===== src/include/dmc_pkg.sv =====
// Shared constants and types for the DAC mute and output-mode control block
package dmc_pkg;
  // Serial control word layout
  localparam int CW_BITS    = 16;
  localparam int ADDR_LSB   = 9;
  localparam int ADDR_W     = 3;
  localparam int DATA_W     = 9;
  // Register addresses
  localparam logic [2:0] ADDR_ATTEN_L = 3'h0;
  localparam logic [2:0] ADDR_ATTEN_R = 3'h1;
  localparam logic [2:0] ADDR_CTRL2   = 3'h2;
  localparam logic [2:0] ADDR_CTRL3   = 3'h3;
  localparam logic [2:0] ADDR_ROUTE   = 3'h6;
  // Field positions
  localparam int LD_BIT     = 8;
  localparam int SMUTE_BIT  = 0;
  localparam int DEM_BIT    = 1;
  localparam int FZERO_BIT  = 2;
  localparam int ATC_BIT    = 2;
  localparam int SF_LSB     = 6;
  localparam int ZDE_BIT    = 8;
  localparam int ROUTE_LSB  = 4;
  localparam int CDD_BIT    = 6;
  localparam int KEY_LSB    = 5;
  localparam logic [3:0] KEY_VAL = 4'hF;
  // Reset values
  localparam logic [7:0] ATTEN_RST = 8'hFF;
  localparam logic [7:0] GAIN_0DB  = 8'hFF;
  localparam logic [7:0] GAIN_ZERO = 8'h00;
  localparam logic [4:0] CTRL2_RST = 5'h00;
  localparam logic [8:0] CTRL3_RST = 9'h000;
  // Timing
  localparam int SYS_MHZ       = 125;
  localparam int CLK_LOSS_US   = 100;
  localparam int CLK_LOSS_CYC  = CLK_LOSS_US * SYS_MHZ;
  localparam int LR_MISS_US    = 200;
  localparam int LR_MISS_CYC   = LR_MISS_US * SYS_MHZ;
  localparam int RAMP_SAMPLES  = 128;
  localparam int ZERO_SAMPLES  = 1024;
  localparam int BCLK_PER_LR_MIN = 32;
  localparam int SMP_W         = 24;

  typedef enum logic [1:0] {
    DEEMPH_NONE = 2'h0, DEEMPH_48K = 2'h1, DEEMPH_44K1 = 2'h2, DEEMPH_32K = 2'h3
  } dmc_deemph_t;

  typedef enum logic [1:0] {
    ROUTE_STEREO = 2'h0, ROUTE_MONO_L = 2'h1, ROUTE_SWAP = 2'h2, ROUTE_MONO_R = 2'h3
  } dmc_route_t;

  typedef struct packed {
    logic [ADDR_W-1:0] addr;
    logic [DATA_W-1:0] data;
  } dmc_wr_t;

  typedef struct packed {
    logic [SMP_W-1:0] lp;
    logic [SMP_W-1:0] ln;
    logic [SMP_W-1:0] rp;
    logic [SMP_W-1:0] rn;
  } dmc_quad_t;
endpackage : dmc_pkg


===== src/core/dmc_gain_ramp.sv =====
// Per-channel gain ramp that steps one code toward its goal on each step enable
`timescale 1ns/10ps
module dmc_gain_ramp (
  input  wire logic       sys_clk_i,
  input  wire logic       init_i,
  input  wire logic       step_en_i,
  input  wire logic       mute_req_i,
  input  wire logic [7:0] target_i,
  output logic      [7:0] gain_o
);
  import dmc_pkg::*;

  logic [7:0] gain_q;
  logic [7:0] gain_d;
  wire  [7:0] goal = mute_req_i ? GAIN_ZERO : target_i;

  // One 0.5dB code per step, up or down, so mute and release never click
  always_comb begin
    gain_d = gain_q;
    if (step_en_i && gain_q > goal) begin
      gain_d = gain_q - 8'h01;
    end else if (step_en_i && gain_q < goal) begin
      gain_d = gain_q + 8'h01;
    end
  end

  // Reset puts the gain at 0dB
  always_ff @(posedge sys_clk_i) begin
    if (init_i) begin
      gain_q <= GAIN_0DB;
    end else begin
      gain_q <= gain_d;
    end
  end

  assign gain_o = gain_q;
endmodule : dmc_gain_ramp


===== src/core/dmc_mute_ctrl.sv =====
// DAC mute sources, clock guards, output routing and serial control registers
// Overview of operation
// - De-emphasis field: 00 none, 01 48kHz, 10 44.1kHz, 11 32kHz.
// - Zero-detect enable low disables zero muting; high enables it.
// - Route register locked after reset; key write to register two unlocks.
// - Unlocked route field: 00 stereo, 10 swapped, 01 mono left, 11 mono right.
// - Mono left: left on LP and RN, inverted left on LN and RP.
// - Mono right: right on LN and RP, inverted right on LP and RN.
// - Master clock idle about 100us forces analog mute and filter reset.
// - Clock-loss disable bit high suppresses the clock-loss mute and reset.
// - Automute needs enable and 1024 zero sample pairs; non-zero clears it.
// - Automute drives only the analog mute, never filters or gain.
// - Mute pin or soft mute ramps gain down; analog mute at zero gain.
// - Clock loss asserts analog reset and mute; restart reinitialises filters.
// - Missing LR clock or bad bit ratio resets and mutes analog, reinits filters.
// - Reset pin resets digital path, gain to 0dB, asserts analog reset and mute.
// - Separate analog filter reset and analog output gate outputs.
// - Force-zero bit holds outputs at bipolar zero; filters keep running.
// - Soft mute leaves stored attenuation intact so release restores gain.
`timescale 1ns/10ps
module dmc_mute_ctrl #(
  parameter int LOSS_CYC = dmc_pkg::CLK_LOSS_CYC,
  parameter int LRMISS_CYC = dmc_pkg::LR_MISS_CYC
) (
  input  wire logic                     sys_clk_i,
  input  wire logic                     rst_i,
  input  wire logic                     reset_pin_n_i,
  input  wire logic                     mute_pin_n_i,
  input  wire logic                     ctl_clk_i,
  input  wire logic                     ctl_data_i,
  input  wire logic                     ctl_latch_i,
  input  wire logic                     mclk_i,
  input  wire logic                     lrclk_i,
  input  wire logic                     bclk_i,
  input  wire logic                     smp_valid_i,
  input  wire logic [dmc_pkg::SMP_W-1:0] smp_left_i,
  input  wire logic [dmc_pkg::SMP_W-1:0] smp_right_i,
  output dmc_pkg::dmc_quad_t            dac_out_o,
  output logic [7:0]                    gain_left_o,
  output logic [7:0]                    gain_right_o,
  output dmc_pkg::dmc_deemph_t          deemph_rate_o,
  output logic                          filter_init_o,
  output logic                          analog_filter_reset_o,
  output logic                          analog_output_gate_o
);
  import dmc_pkg::*;

  typedef enum logic [2:0] {
    GRD_RUN = 3'b001, GRD_LOST = 3'b010, GRD_RESTART = 3'b100
  } dmc_grd_t;

  // Saturating negate: the most negative code has no positive twin
  function automatic logic [SMP_W-1:0] neg_sat(input logic [SMP_W-1:0] v);
    logic [SMP_W-1:0] r;
    r = (v == {1'b1, {(SMP_W-1){1'b0}}}) ? {1'b0, {(SMP_W-1){1'b1}}} : (~v + 1'b1);
    return r;
  endfunction : neg_sat

  // Two-flop synchronisers; all but the reset and mute pins add a third stage for edge detection
  logic [2:0] s_cclk_q, s_cdat_q, s_clat_q, s_mclk_q, s_lr_q, s_bclk_q;
  logic [1:0] s_rstp_q, s_mute_q;
  always_ff @(posedge sys_clk_i) begin
    s_cclk_q <= {s_cclk_q[1:0], ctl_clk_i};
    s_cdat_q <= {s_cdat_q[1:0], ctl_data_i};
    s_clat_q <= {s_clat_q[1:0], ctl_latch_i};
    s_mclk_q <= {s_mclk_q[1:0], mclk_i};
    s_lr_q   <= {s_lr_q[1:0], lrclk_i};
    s_bclk_q <= {s_bclk_q[1:0], bclk_i};
    s_rstp_q <= {s_rstp_q[0], reset_pin_n_i};
    s_mute_q <= {s_mute_q[0], mute_pin_n_i};
  end

  wire cclk_rise = s_cclk_q[1] & ~s_cclk_q[2];
  wire clat_rise = s_clat_q[1] & ~s_clat_q[2];
  wire mclk_edge = s_mclk_q[1] ^ s_mclk_q[2];
  wire lr_edge   = s_lr_q[1] ^ s_lr_q[2];
  wire lr_rise   = s_lr_q[1] & ~s_lr_q[2];
  wire bclk_rise = s_bclk_q[1] & ~s_bclk_q[2];
  wire pin_rst   = ~s_rstp_q[1];
  wire dig_rst   = rst_i | pin_rst;

  // Serial shift register; word taken on the latch rising edge
  logic [CW_BITS-1:0] shift_q;
  always_ff @(posedge sys_clk_i) begin
    if (cclk_rise) begin
      shift_q <= {shift_q[CW_BITS-2:0], s_cdat_q[2]};
    end
  end
  dmc_wr_t wr;
  assign wr = dmc_wr_t'(shift_q[ADDR_LSB+ADDR_W-1:0]);
  wire wr_stb  = clat_rise & ~dig_rst;
  wire key_hit = wr_stb && wr.addr == ADDR_CTRL2
                 && wr.data[KEY_LSB+3:KEY_LSB] == KEY_VAL;

  // Register file
  logic [7:0] atten_l_q, atten_r_q, tgt_l_q, tgt_r_q;
  logic [4:0] ctrl2_q;
  logic [8:0] ctrl3_q;
  logic [1:0] route_q;
  logic       cdd_q, unlock_q;
  always_ff @(posedge sys_clk_i) begin
    if (dig_rst) begin
      atten_l_q <= ATTEN_RST;
      atten_r_q <= ATTEN_RST;
      tgt_l_q   <= ATTEN_RST;
      tgt_r_q   <= ATTEN_RST;
      ctrl2_q   <= CTRL2_RST;
      ctrl3_q   <= CTRL3_RST;
      route_q   <= ROUTE_STEREO;
      cdd_q     <= 1'b0;
      unlock_q  <= 1'b0;
    end else if (wr_stb) begin
      case (wr.addr)
        ADDR_ATTEN_L: begin
          atten_l_q <= wr.data[7:0];
          if (wr.data[LD_BIT]) begin
            tgt_l_q <= wr.data[7:0];
            tgt_r_q <= ctrl3_q[ATC_BIT] ? wr.data[7:0] : atten_r_q;
          end
        end
        ADDR_ATTEN_R: begin
          atten_r_q <= wr.data[7:0];
          if (wr.data[LD_BIT]) begin
            tgt_l_q <= atten_l_q;
            tgt_r_q <= ctrl3_q[ATC_BIT] ? atten_l_q : wr.data[7:0];
          end
        end
        ADDR_CTRL2: begin
          ctrl2_q <= wr.data[4:0];
          if (key_hit) begin
            unlock_q <= 1'b1;
          end
        end
        ADDR_CTRL3: ctrl3_q <= wr.data;
        ADDR_ROUTE: begin
          if (unlock_q) begin
            route_q <= wr.data[ROUTE_LSB+1:ROUTE_LSB];
            cdd_q   <= wr.data[CDD_BIT];
          end
        end
        default: ;
      endcase
    end
  end

  wire        zde      = ctrl3_q[ZDE_BIT];
  wire        fzero    = ctrl2_q[FZERO_BIT];
  wire        mute_req = ctrl2_q[SMUTE_BIT] | ~s_mute_q[1];
  dmc_route_t mode;
  assign mode = dmc_route_t'(route_q);

  // Ramp step every 128 samples; stored attenuation is never touched by mute
  logic [6:0] ramp_cnt_q;
  always_ff @(posedge sys_clk_i) begin
    if (dig_rst) begin
      ramp_cnt_q <= 7'h00;
    end else if (smp_valid_i) begin
      ramp_cnt_q <= ramp_cnt_q + 7'h01;
    end
  end
  wire step_en = smp_valid_i && ramp_cnt_q == 7'(RAMP_SAMPLES - 1);

  logic [7:0] gain_l, gain_r;
  dmc_gain_ramp u_ramp_l (
    .sys_clk_i  (sys_clk_i),
    .init_i     (dig_rst),
    .step_en_i  (step_en),
    .mute_req_i (mute_req),
    .target_i   (tgt_l_q),
    .gain_o     (gain_l)
  );
  dmc_gain_ramp u_ramp_r (
    .sys_clk_i  (sys_clk_i),
    .init_i     (dig_rst),
    .step_en_i  (step_en),
    .mute_req_i (mute_req),
    .target_i   (tgt_r_q),
    .gain_o     (gain_r)
  );
  wire gain_zero = gain_l == GAIN_ZERO && gain_r == GAIN_ZERO;

  // Zero detector counts sample pairs, saturating at the limit
  logic [10:0] zcnt_q;
  logic        automute_q;
  wire         smp_zero = smp_left_i == '0 && smp_right_i == '0;
  always_ff @(posedge sys_clk_i) begin
    if (dig_rst) begin
      zcnt_q     <= 11'h000;
      automute_q <= 1'b0;
    end else begin
      if (smp_valid_i && !smp_zero) begin
        zcnt_q <= 11'h000;
      end else if (smp_valid_i && zcnt_q != 11'(ZERO_SAMPLES)) begin
        zcnt_q <= zcnt_q + 11'h001;
      end
      automute_q <= zde && !(smp_valid_i && !smp_zero)
                    && (zcnt_q == 11'(ZERO_SAMPLES)
                        || (smp_valid_i && zcnt_q == 11'(ZERO_SAMPLES - 1)));
    end
  end

  // Master clock guard; watchdog on the clock the converter runs from
  logic [31:0] idle_q;
  dmc_grd_t    grd_q, grd_d;
  always_comb begin
    grd_d = grd_q;
    case (grd_q)
      GRD_RUN:     if (!cdd_q && idle_q >= 32'(LOSS_CYC)) grd_d = GRD_LOST;
      GRD_LOST:    if (cdd_q || mclk_edge) grd_d = GRD_RESTART;
      GRD_RESTART: grd_d = GRD_RUN;
      default:     grd_d = GRD_RUN;
    endcase
  end
  always_ff @(posedge sys_clk_i) begin
    if (dig_rst) begin
      grd_q  <= GRD_RUN;
      idle_q <= 32'h0000_0000;
    end else begin
      grd_q  <= grd_d;
      idle_q <= mclk_edge ? 32'h0000_0000 : idle_q + {31'h0, idle_q < 32'(LOSS_CYC)};
    end
  end
  wire clk_lost = grd_q != GRD_RUN;

  // LR clock guard: presence and bit clocks per frame
  logic [31:0] lr_idle_q;
  logic [7:0]  bcnt_q;
  logic        ratio_bad_q;
  always_ff @(posedge sys_clk_i) begin
    if (dig_rst) begin
      lr_idle_q   <= 32'h0000_0000;
      bcnt_q      <= 8'h00;
      ratio_bad_q <= 1'b0;
    end else begin
      lr_idle_q <= lr_edge ? 32'h0000_0000
                 : lr_idle_q + {31'h0, lr_idle_q < 32'(LRMISS_CYC)};
      if (lr_rise) begin
        ratio_bad_q <= bcnt_q < 8'(BCLK_PER_LR_MIN);
        bcnt_q      <= 8'h00;
      end else if (bclk_rise && bcnt_q != 8'hFF) begin
        bcnt_q <= bcnt_q + 8'h01;
      end
    end
  end
  wire lr_fault = ratio_bad_q | lr_idle_q >= 32'(LRMISS_CYC);

  // Mute source combination, all registered onto the outputs
  wire areset_d = dig_rst | clk_lost | lr_fault;
  wire gate_d   = areset_d | fzero | automute_q | (mute_req & gain_zero);
  always_ff @(posedge sys_clk_i) begin
    analog_filter_reset_o <= areset_d;
    analog_output_gate_o  <= gate_d;
    filter_init_o         <= areset_d;
    gain_left_o           <= gain_l;
    gain_right_o          <= gain_r;
    deemph_rate_o <= ctrl2_q[DEM_BIT] ? dmc_deemph_t'(ctrl3_q[SF_LSB+1:SF_LSB])
                                       : DEEMPH_NONE;
  end

  // Output routing, refreshed once per sample
  wire [SMP_W-1:0] l = smp_left_i;
  wire [SMP_W-1:0] r = smp_right_i;
  dmc_quad_t route_d;
  always_comb begin
    case (mode)
      ROUTE_MONO_L: route_d = '{lp: l, ln: neg_sat(l), rp: neg_sat(l), rn: l};
      ROUTE_MONO_R: route_d = '{lp: neg_sat(r), ln: r, rp: r, rn: neg_sat(r)};
      ROUTE_SWAP:   route_d = '{lp: r, ln: neg_sat(r), rp: l, rn: neg_sat(l)};
      default:      route_d = '{lp: l, ln: neg_sat(l), rp: r, rn: neg_sat(r)};
    endcase
  end
  always_ff @(posedge sys_clk_i) begin
    if (dig_rst || (smp_valid_i && fzero)) begin
      dac_out_o <= '0;
    end else if (smp_valid_i) begin
      dac_out_o <= route_d;
    end
  end

  // Checks
  property p_locked;
    @(posedge sys_clk_i) disable iff (rst_i) !unlock_q |-> route_q == ROUTE_STEREO;
  endproperty
  a_locked: assert property (p_locked) else $error("route changed while locked");
  property p_key;
    @(posedge sys_clk_i) disable iff (dig_rst) key_hit |=> unlock_q;
  endproperty
  a_key: assert property (p_key) else $error("key write did not unlock");
  property p_mono_l;
    @(posedge sys_clk_i) disable iff (dig_rst)
      $past(smp_valid_i) && $past(mode) == ROUTE_MONO_L && !$past(fzero)
      |-> dac_out_o.rn == dac_out_o.lp && dac_out_o.rp == dac_out_o.ln
          && dac_out_o.lp == $past(smp_left_i);
  endproperty
  a_mono_l: assert property (p_mono_l) else $error("mono left routing wrong");
  property p_mono_r;
    @(posedge sys_clk_i) disable iff (dig_rst)
      $past(smp_valid_i) && $past(mode) == ROUTE_MONO_R && !$past(fzero)
      |-> dac_out_o.ln == $past(smp_right_i) && dac_out_o.rp == dac_out_o.ln
          && dac_out_o.rn == dac_out_o.lp;
  endproperty
  a_mono_r: assert property (p_mono_r) else $error("mono right routing wrong");
  property p_auto_en;
    @(posedge sys_clk_i) disable iff (dig_rst)
      automute_q |-> $past(zde) && zcnt_q == 11'(ZERO_SAMPLES);
  endproperty
  a_auto_en: assert property (p_auto_en) else $error("automute without cause");
  property p_auto_clr;
    @(posedge sys_clk_i) disable iff (dig_rst) smp_valid_i && !smp_zero |=> !automute_q;
  endproperty
  a_auto_clr: assert property (p_auto_clr) else $error("non-zero kept automute");
  property p_loss;
    @(posedge sys_clk_i) disable iff (dig_rst)
      grd_q == GRD_LOST |=> analog_output_gate_o && analog_filter_reset_o && filter_init_o;
  endproperty
  a_loss: assert property (p_loss) else $error("clock loss not muting");
  property p_cdd;
    @(posedge sys_clk_i) disable iff (dig_rst) cdd_q && $past(cdd_q) |-> grd_q != GRD_LOST;
  endproperty
  a_cdd: assert property (p_cdd) else $error("clock guard active while disabled");
  property p_mute_zero;
    @(posedge sys_clk_i) disable iff (dig_rst) mute_req && gain_zero |=> analog_output_gate_o;
  endproperty
  a_mute_zero: assert property (p_mute_zero) else $error("no gate at zero gain");
  property p_reset;
    @(posedge sys_clk_i) pin_rst |=> analog_output_gate_o && analog_filter_reset_o ##1
      gain_left_o == GAIN_0DB && gain_right_o == GAIN_0DB;
  endproperty
  a_reset: assert property (p_reset) else $error("reset pin effect missing");
  property p_fzero;
    @(posedge sys_clk_i) disable iff (dig_rst)
      $past(smp_valid_i) && $past(fzero) |-> dac_out_o == '0;
  endproperty
  a_fzero: assert property (p_fzero) else $error("force zero not applied");
  property p_or;
    @(posedge sys_clk_i) disable iff (rst_i)
      $past(automute_q) || $past(lr_fault) |-> analog_output_gate_o;
  endproperty
  a_or: assert property (p_or) else $error("gate missing a source");
  c_auto:   cover property (@(posedge sys_clk_i) $rose(automute_q));
  c_loss:   cover property (@(posedge sys_clk_i) grd_q == GRD_RESTART);
  c_monor:  cover property (@(posedge sys_clk_i) unlock_q && mode == ROUTE_MONO_R);
  c_rampdn: cover property (@(posedge sys_clk_i) mute_req && $rose(gain_zero));
endmodule : dmc_mute_ctrl


===== config.mk =====
export PLATFORM = sky130hd
export DESIGN_NAME = dmc_mute_ctrl
export DESIGN_NICKNAME = d
export VERILOG_FILES = /design/src/include/dmc_pkg.sv /design/src/core/dmc_gain_ramp.sv /design/src/core/dmc_mute_ctrl.sv
export SDC_FILE = /design/constraint.sdc
export NUM_CORES = 1
export LEC_CHECK = 0
export ABC_AREA = 1
export BUFFER_PORTS_ARGS = -buffer_cell sky130_fd_sc_hd__buf_4
export CORE_MARGIN = 8
export CORE_UTILIZATION = 50
export CTS_CLUSTER_SIZE = 28
export DETAILED_ROUTE_END_ITERATION = 10
export HOLD_SLACK_MARGIN = 0.05
export PLACE_DENSITY_LB_ADDON = 0.15
export REMOVE_ABC_BUFFERS = 1
export SYNTH_ARGS = -nofsm -noshare
export SYNTH_HDL_FRONTEND = slang
export SYNTH_HIERARCHICAL = 1
export SYNTH_SLANG_ARGS = --single-unit

===== constraint.sdc =====
create_clock -name sys_clk_i -period 3.05 [get_ports sys_clk_i]
set_input_delay 0.7625 -clock sys_clk_i [delete_from_list [all_inputs] [get_ports sys_clk_i]]
set_output_delay 0.7625 -clock sys_clk_i [all_outputs]
set_load 0.005 [all_outputs]

==> key figures <==
Pwr
  • Int Pwr: about 6.9 mW
  • PD cells: around 470 mW/mm^2
  • Comb power frac: 0.077
  • Clk pwr share: 0.468
  • Leak: between 8 and 9 nW
  • Worst IR drop on VDD: 0.000396 V
  • Sw Ratio: 0.238
  • Seq pwr share: 0.455
  • P_sw: 2.16 mW

Die
  • Initial Util: 0.504
  • CORE AREA: 0.0323 sq mm
  • Rows: 66
  • Die W: between 150 and 200 microns
  • Die area: just under 0.04 sq mm
  • Ports: roughly 180
  • Die height: 196 microns

Worst setup path
  • WP data arrival: 3190 ps
  • Crit Path Max Fanout: 6
  • Setup crit end: lr_idle_q[29]
  • Reg-to-reg startpoint: lr_idle_q[22]
  • R2R setup slack: approximately 280 ps
  • Req. time, crit path: roughly 3500 ps
  • CP startpoint: lr_idle_q[22]
  • Slowest cell on crit path: nor4_1
  • Worst r2r dst: lr_idle_q[29]
  • Worst setup SP type: flip-flop
  • Critical Path Sink Type: flip-flop
  • Critical path class: reg -> reg
  • Crit-path max cell delay: roughly 360 ps
  • Crit-path cells: nor4_1, nand4_1, nor2_1, ha_1, nand2_1, nor2_2, nand2_2, nor2_2, nand2_1, nor3_2, nand2_1, nor2_2, nand3_1, o21ai_1, nor2_1
  • Path depth of the worst reg2reg path: 15

Yosys
  • Async SR Flop Fraction: 0
  • Synth Register Bits: 304
  • Synthesized area: approximately 0.016 sq mm
  • Top post-synthesis cells by area: dfxtp_1, nand2_1, nor2_1, inv_1, a21oi_1
  • Seq/Total Area, Yosys: 0.381
  • Synth area leader: dfxtp_1
  • Post-synth top area share: 0.359
  • Cell count after synthesis: ~2400
  • Yosys warns: 6
  • EDFF count, synth: 12
  • Synth Flop Type: dfxtp_1
  • Synth Area per Inst: 6.89 sq um
  • Synth unique cells: between 60 and 70

Cells and area
  • Most frequent cells in the layout: nand2_1, dfxtp_1, nor2_1, inv_1, buf_4
  • # fillers: just over 3000
  • Final instance area: approximately 0.019 sq mm
  • Diode count: 0
  • Final nets: ~2600
  • Seq. cell area: 0.00621 sq mm
  • Leading cell type in the layout, fill and taps excluded: nand2_1
  • Layout area overhead: 19.0%
  • Fraction of layout cells with a size suffix above 1: 0.153
  • Multi-input logic area: a little under 0.009 sq mm
  • Final core utilization: 0.600

STA
  • Hold Fails Final Rpt: 0
  • Fin crit share: 0.907
  • Setup Skew: approximately 27 ps
  • Slew margin rel.: 0.178
  • Final slew viol count: 0
  • Final setup viols: 0
  • Setup ws final: around 280 ps
  • Setup TNS: 0 ps
  • Tmin final: roughly 2800 ps
  • FMAX: between 300 and 400 MHz
  • Final hold slack: 322 ps
  • Tightest Pin Transition: roughly 1200 ps
  • RSZ-0062 raised after global routing: no

Clock tree
  • CTS Buffer Depth: 3
  • Cts bufs inserted: 34
  • CTS sink cnt: ~300
  • H-Tree Depth: 2
  • Setup bufs post-CTS: 0
  • Root buffer cell: clkbuf_16
  • Reg clk slew, reported paths: 60 ps
  • CTS tree: built
  • Clock Latency Late Sink: about 540 ps

Global route
  • Remaining Overflow, GRT: 0
  • First-pass GRT wire length: between 70000 and 80000 microns
  • Number of global-route vias before repair: around 15000
  • Largest net degree at the start of global routing: approximately 110
  • Antenna violations before repair: 1
  • All-Layer GR Usage: 0.241

Routing
  • Via/cell ratio: about 5.4
  • Wirelength per Cell: around 16 microns
  • Antenna Nets Post-Route: 0
  • Number of vias after detailed routing: around 16000
  • First-pass DRT Iterations: 7
  • Final wirelength: approximately 48000 microns
  • Iter 0 DRT Violations: about 1400
  • Residual DRC count: 0

Place
  • Dpl ws: 8.76 ps
  • HPWL after DPL: roughly 34000 microns
  • Placed Area: between 0.015 and 0.02 sq mm
  • GP Congestion: 0.980
  • Port buffer count: between 150 and 200

Flow run
  • # Max-Cap Violations: 0

Status
  • Status: complete, no violations

Min path
  • Hold Crit Class: reg -> reg
state kept, by name, indices dropped and copies added, names as in the netlist, 3 cells and up:
register         cells
ctrl3_q              4
shift_q             12
s_lr_q               3
zcnt_q              11
gain_right_o         8
u_ramp_r/gain_o      8
gain_left_o          8
ctrl2_q              3
idle_q              32
bcnt_q               8
tgt_r_q              8
dac_out_o           96
tgt_l_q              8
ramp_cnt_q           7
u_ramp_l/gain_o      8
s_mclk_q             3
lr_idle_q           32
atten_r_q            8
s_cclk_q             3
s_bclk_q             3
s_cdat_q             3
grd_q                3
s_clat_q             3
atten_l_q            8
kinds of logic (layout without fill, tap and decap cells):
| logic type | after synthesis | in the layout | synth area share |
|---|---|---|---|
| buffers and inverters | 350 | 545 | 0.0847 |
| xor gates and xnor gates | 37 | 37 | 0.0199 |
| DFF | 304 | 304 | 0.381 |
| AOI/OAI and AO/OA | 422 | 422 | 0.148 |
| adders and majority gates | 41 | 41 | 0.0324 |
| and+or+nand+nor | 1210 | 1210 | 0.334 |
cells in the mapped netlist, drive strengths merged (16+ instances only):
cell type and n:
buf 29, xor2 24, a21oi 176, dfxtp 292
nor4 20, clkbuf 63, nand3 170, nor2 273
nor3 56, o21ai 136, ha 39, o211ai 50
nand4 49, nand2 602, inv 256, or2 16
critical path, delay by kind of cell (launching register included):
family | cells | cell delay [ps]
DFF | 1 | 350
and+or+nand+nor | 13 | 1990
AOI/OAI and AO/OA | 1 | 130
adders and majority gates | 1 | 200
repair_timing:
item,in CTS,in global routing
hold buffers,0,0
endpoints found under the hold margin,0,0
resized for setup,0,4
endpoints found under the setup margin,0,5
power by group through the flow:
stage | Clock (mW) | Combinational, mW | Sequential [mW]
finish | 4.25 | 0.696 | 4.12
global route | 4.49 | 0.773 | 4.13
CTS | 4.34 | 0.691 | 4.12
detailed placement | 0 | 0.688 | 4.21
global placement | 0 | 0.677 | 4.21
floorplan | 0 | 0.347 | 4.20
worst min-delay path by stage:
stage / start / to / slack [ps] / cells after the start
3_3_place_gp: s_mute_q[0] / s_mute_q[1] / 310 / 0
4_1_cts: ctl_data_i / s_cdat_q[0] / 310 / 1
2_1_floorplan: s_bclk_q[0] / s_bclk_q[1] / 310 / 0
5_1_grt: mclk_i / s_mclk_q[0] / 310 / 1
3_5_place_dp: s_cclk_q[0] / s_cclk_q[1] / 310 / 0
6_report: s_cclk_q[0] / s_cclk_q[1] / 320 / 0
area by class of cell:
type	count	share of cell area
inverters	258	0.0502
clock buffers	50	0.0501
repair buffers	227	0.0905
multi-input cells	1710	0.450
flip-flops and latches	304	0.320
well taps	442	0.0285
clock inverters	10	0.0102
routing by layer:
| layer | global-route usage | routed length [microns] |
|---|---|---|
| met1 | 0.313 | 20900 |
| met4 | 0.0952 | 1600 |
| met5 | 0 | 13 |
| met3 | 0.0457 | 3620 |
| met2 | 0.390 | 21500 |
metrics by stage:
| step | instances | power (mW) |
|---|---|---|
| after detailed placement | 2941 | 4.90 |
| after floorplan | 2272 | 4.54 |
| after CTS | 3001 | 9.15 |
| after global routing | 3001 | 9.39 |
| after global placement | 2941 | 4.89 |
| final | 3001 | 9.07 |
(Power assumes the default switching activity.)
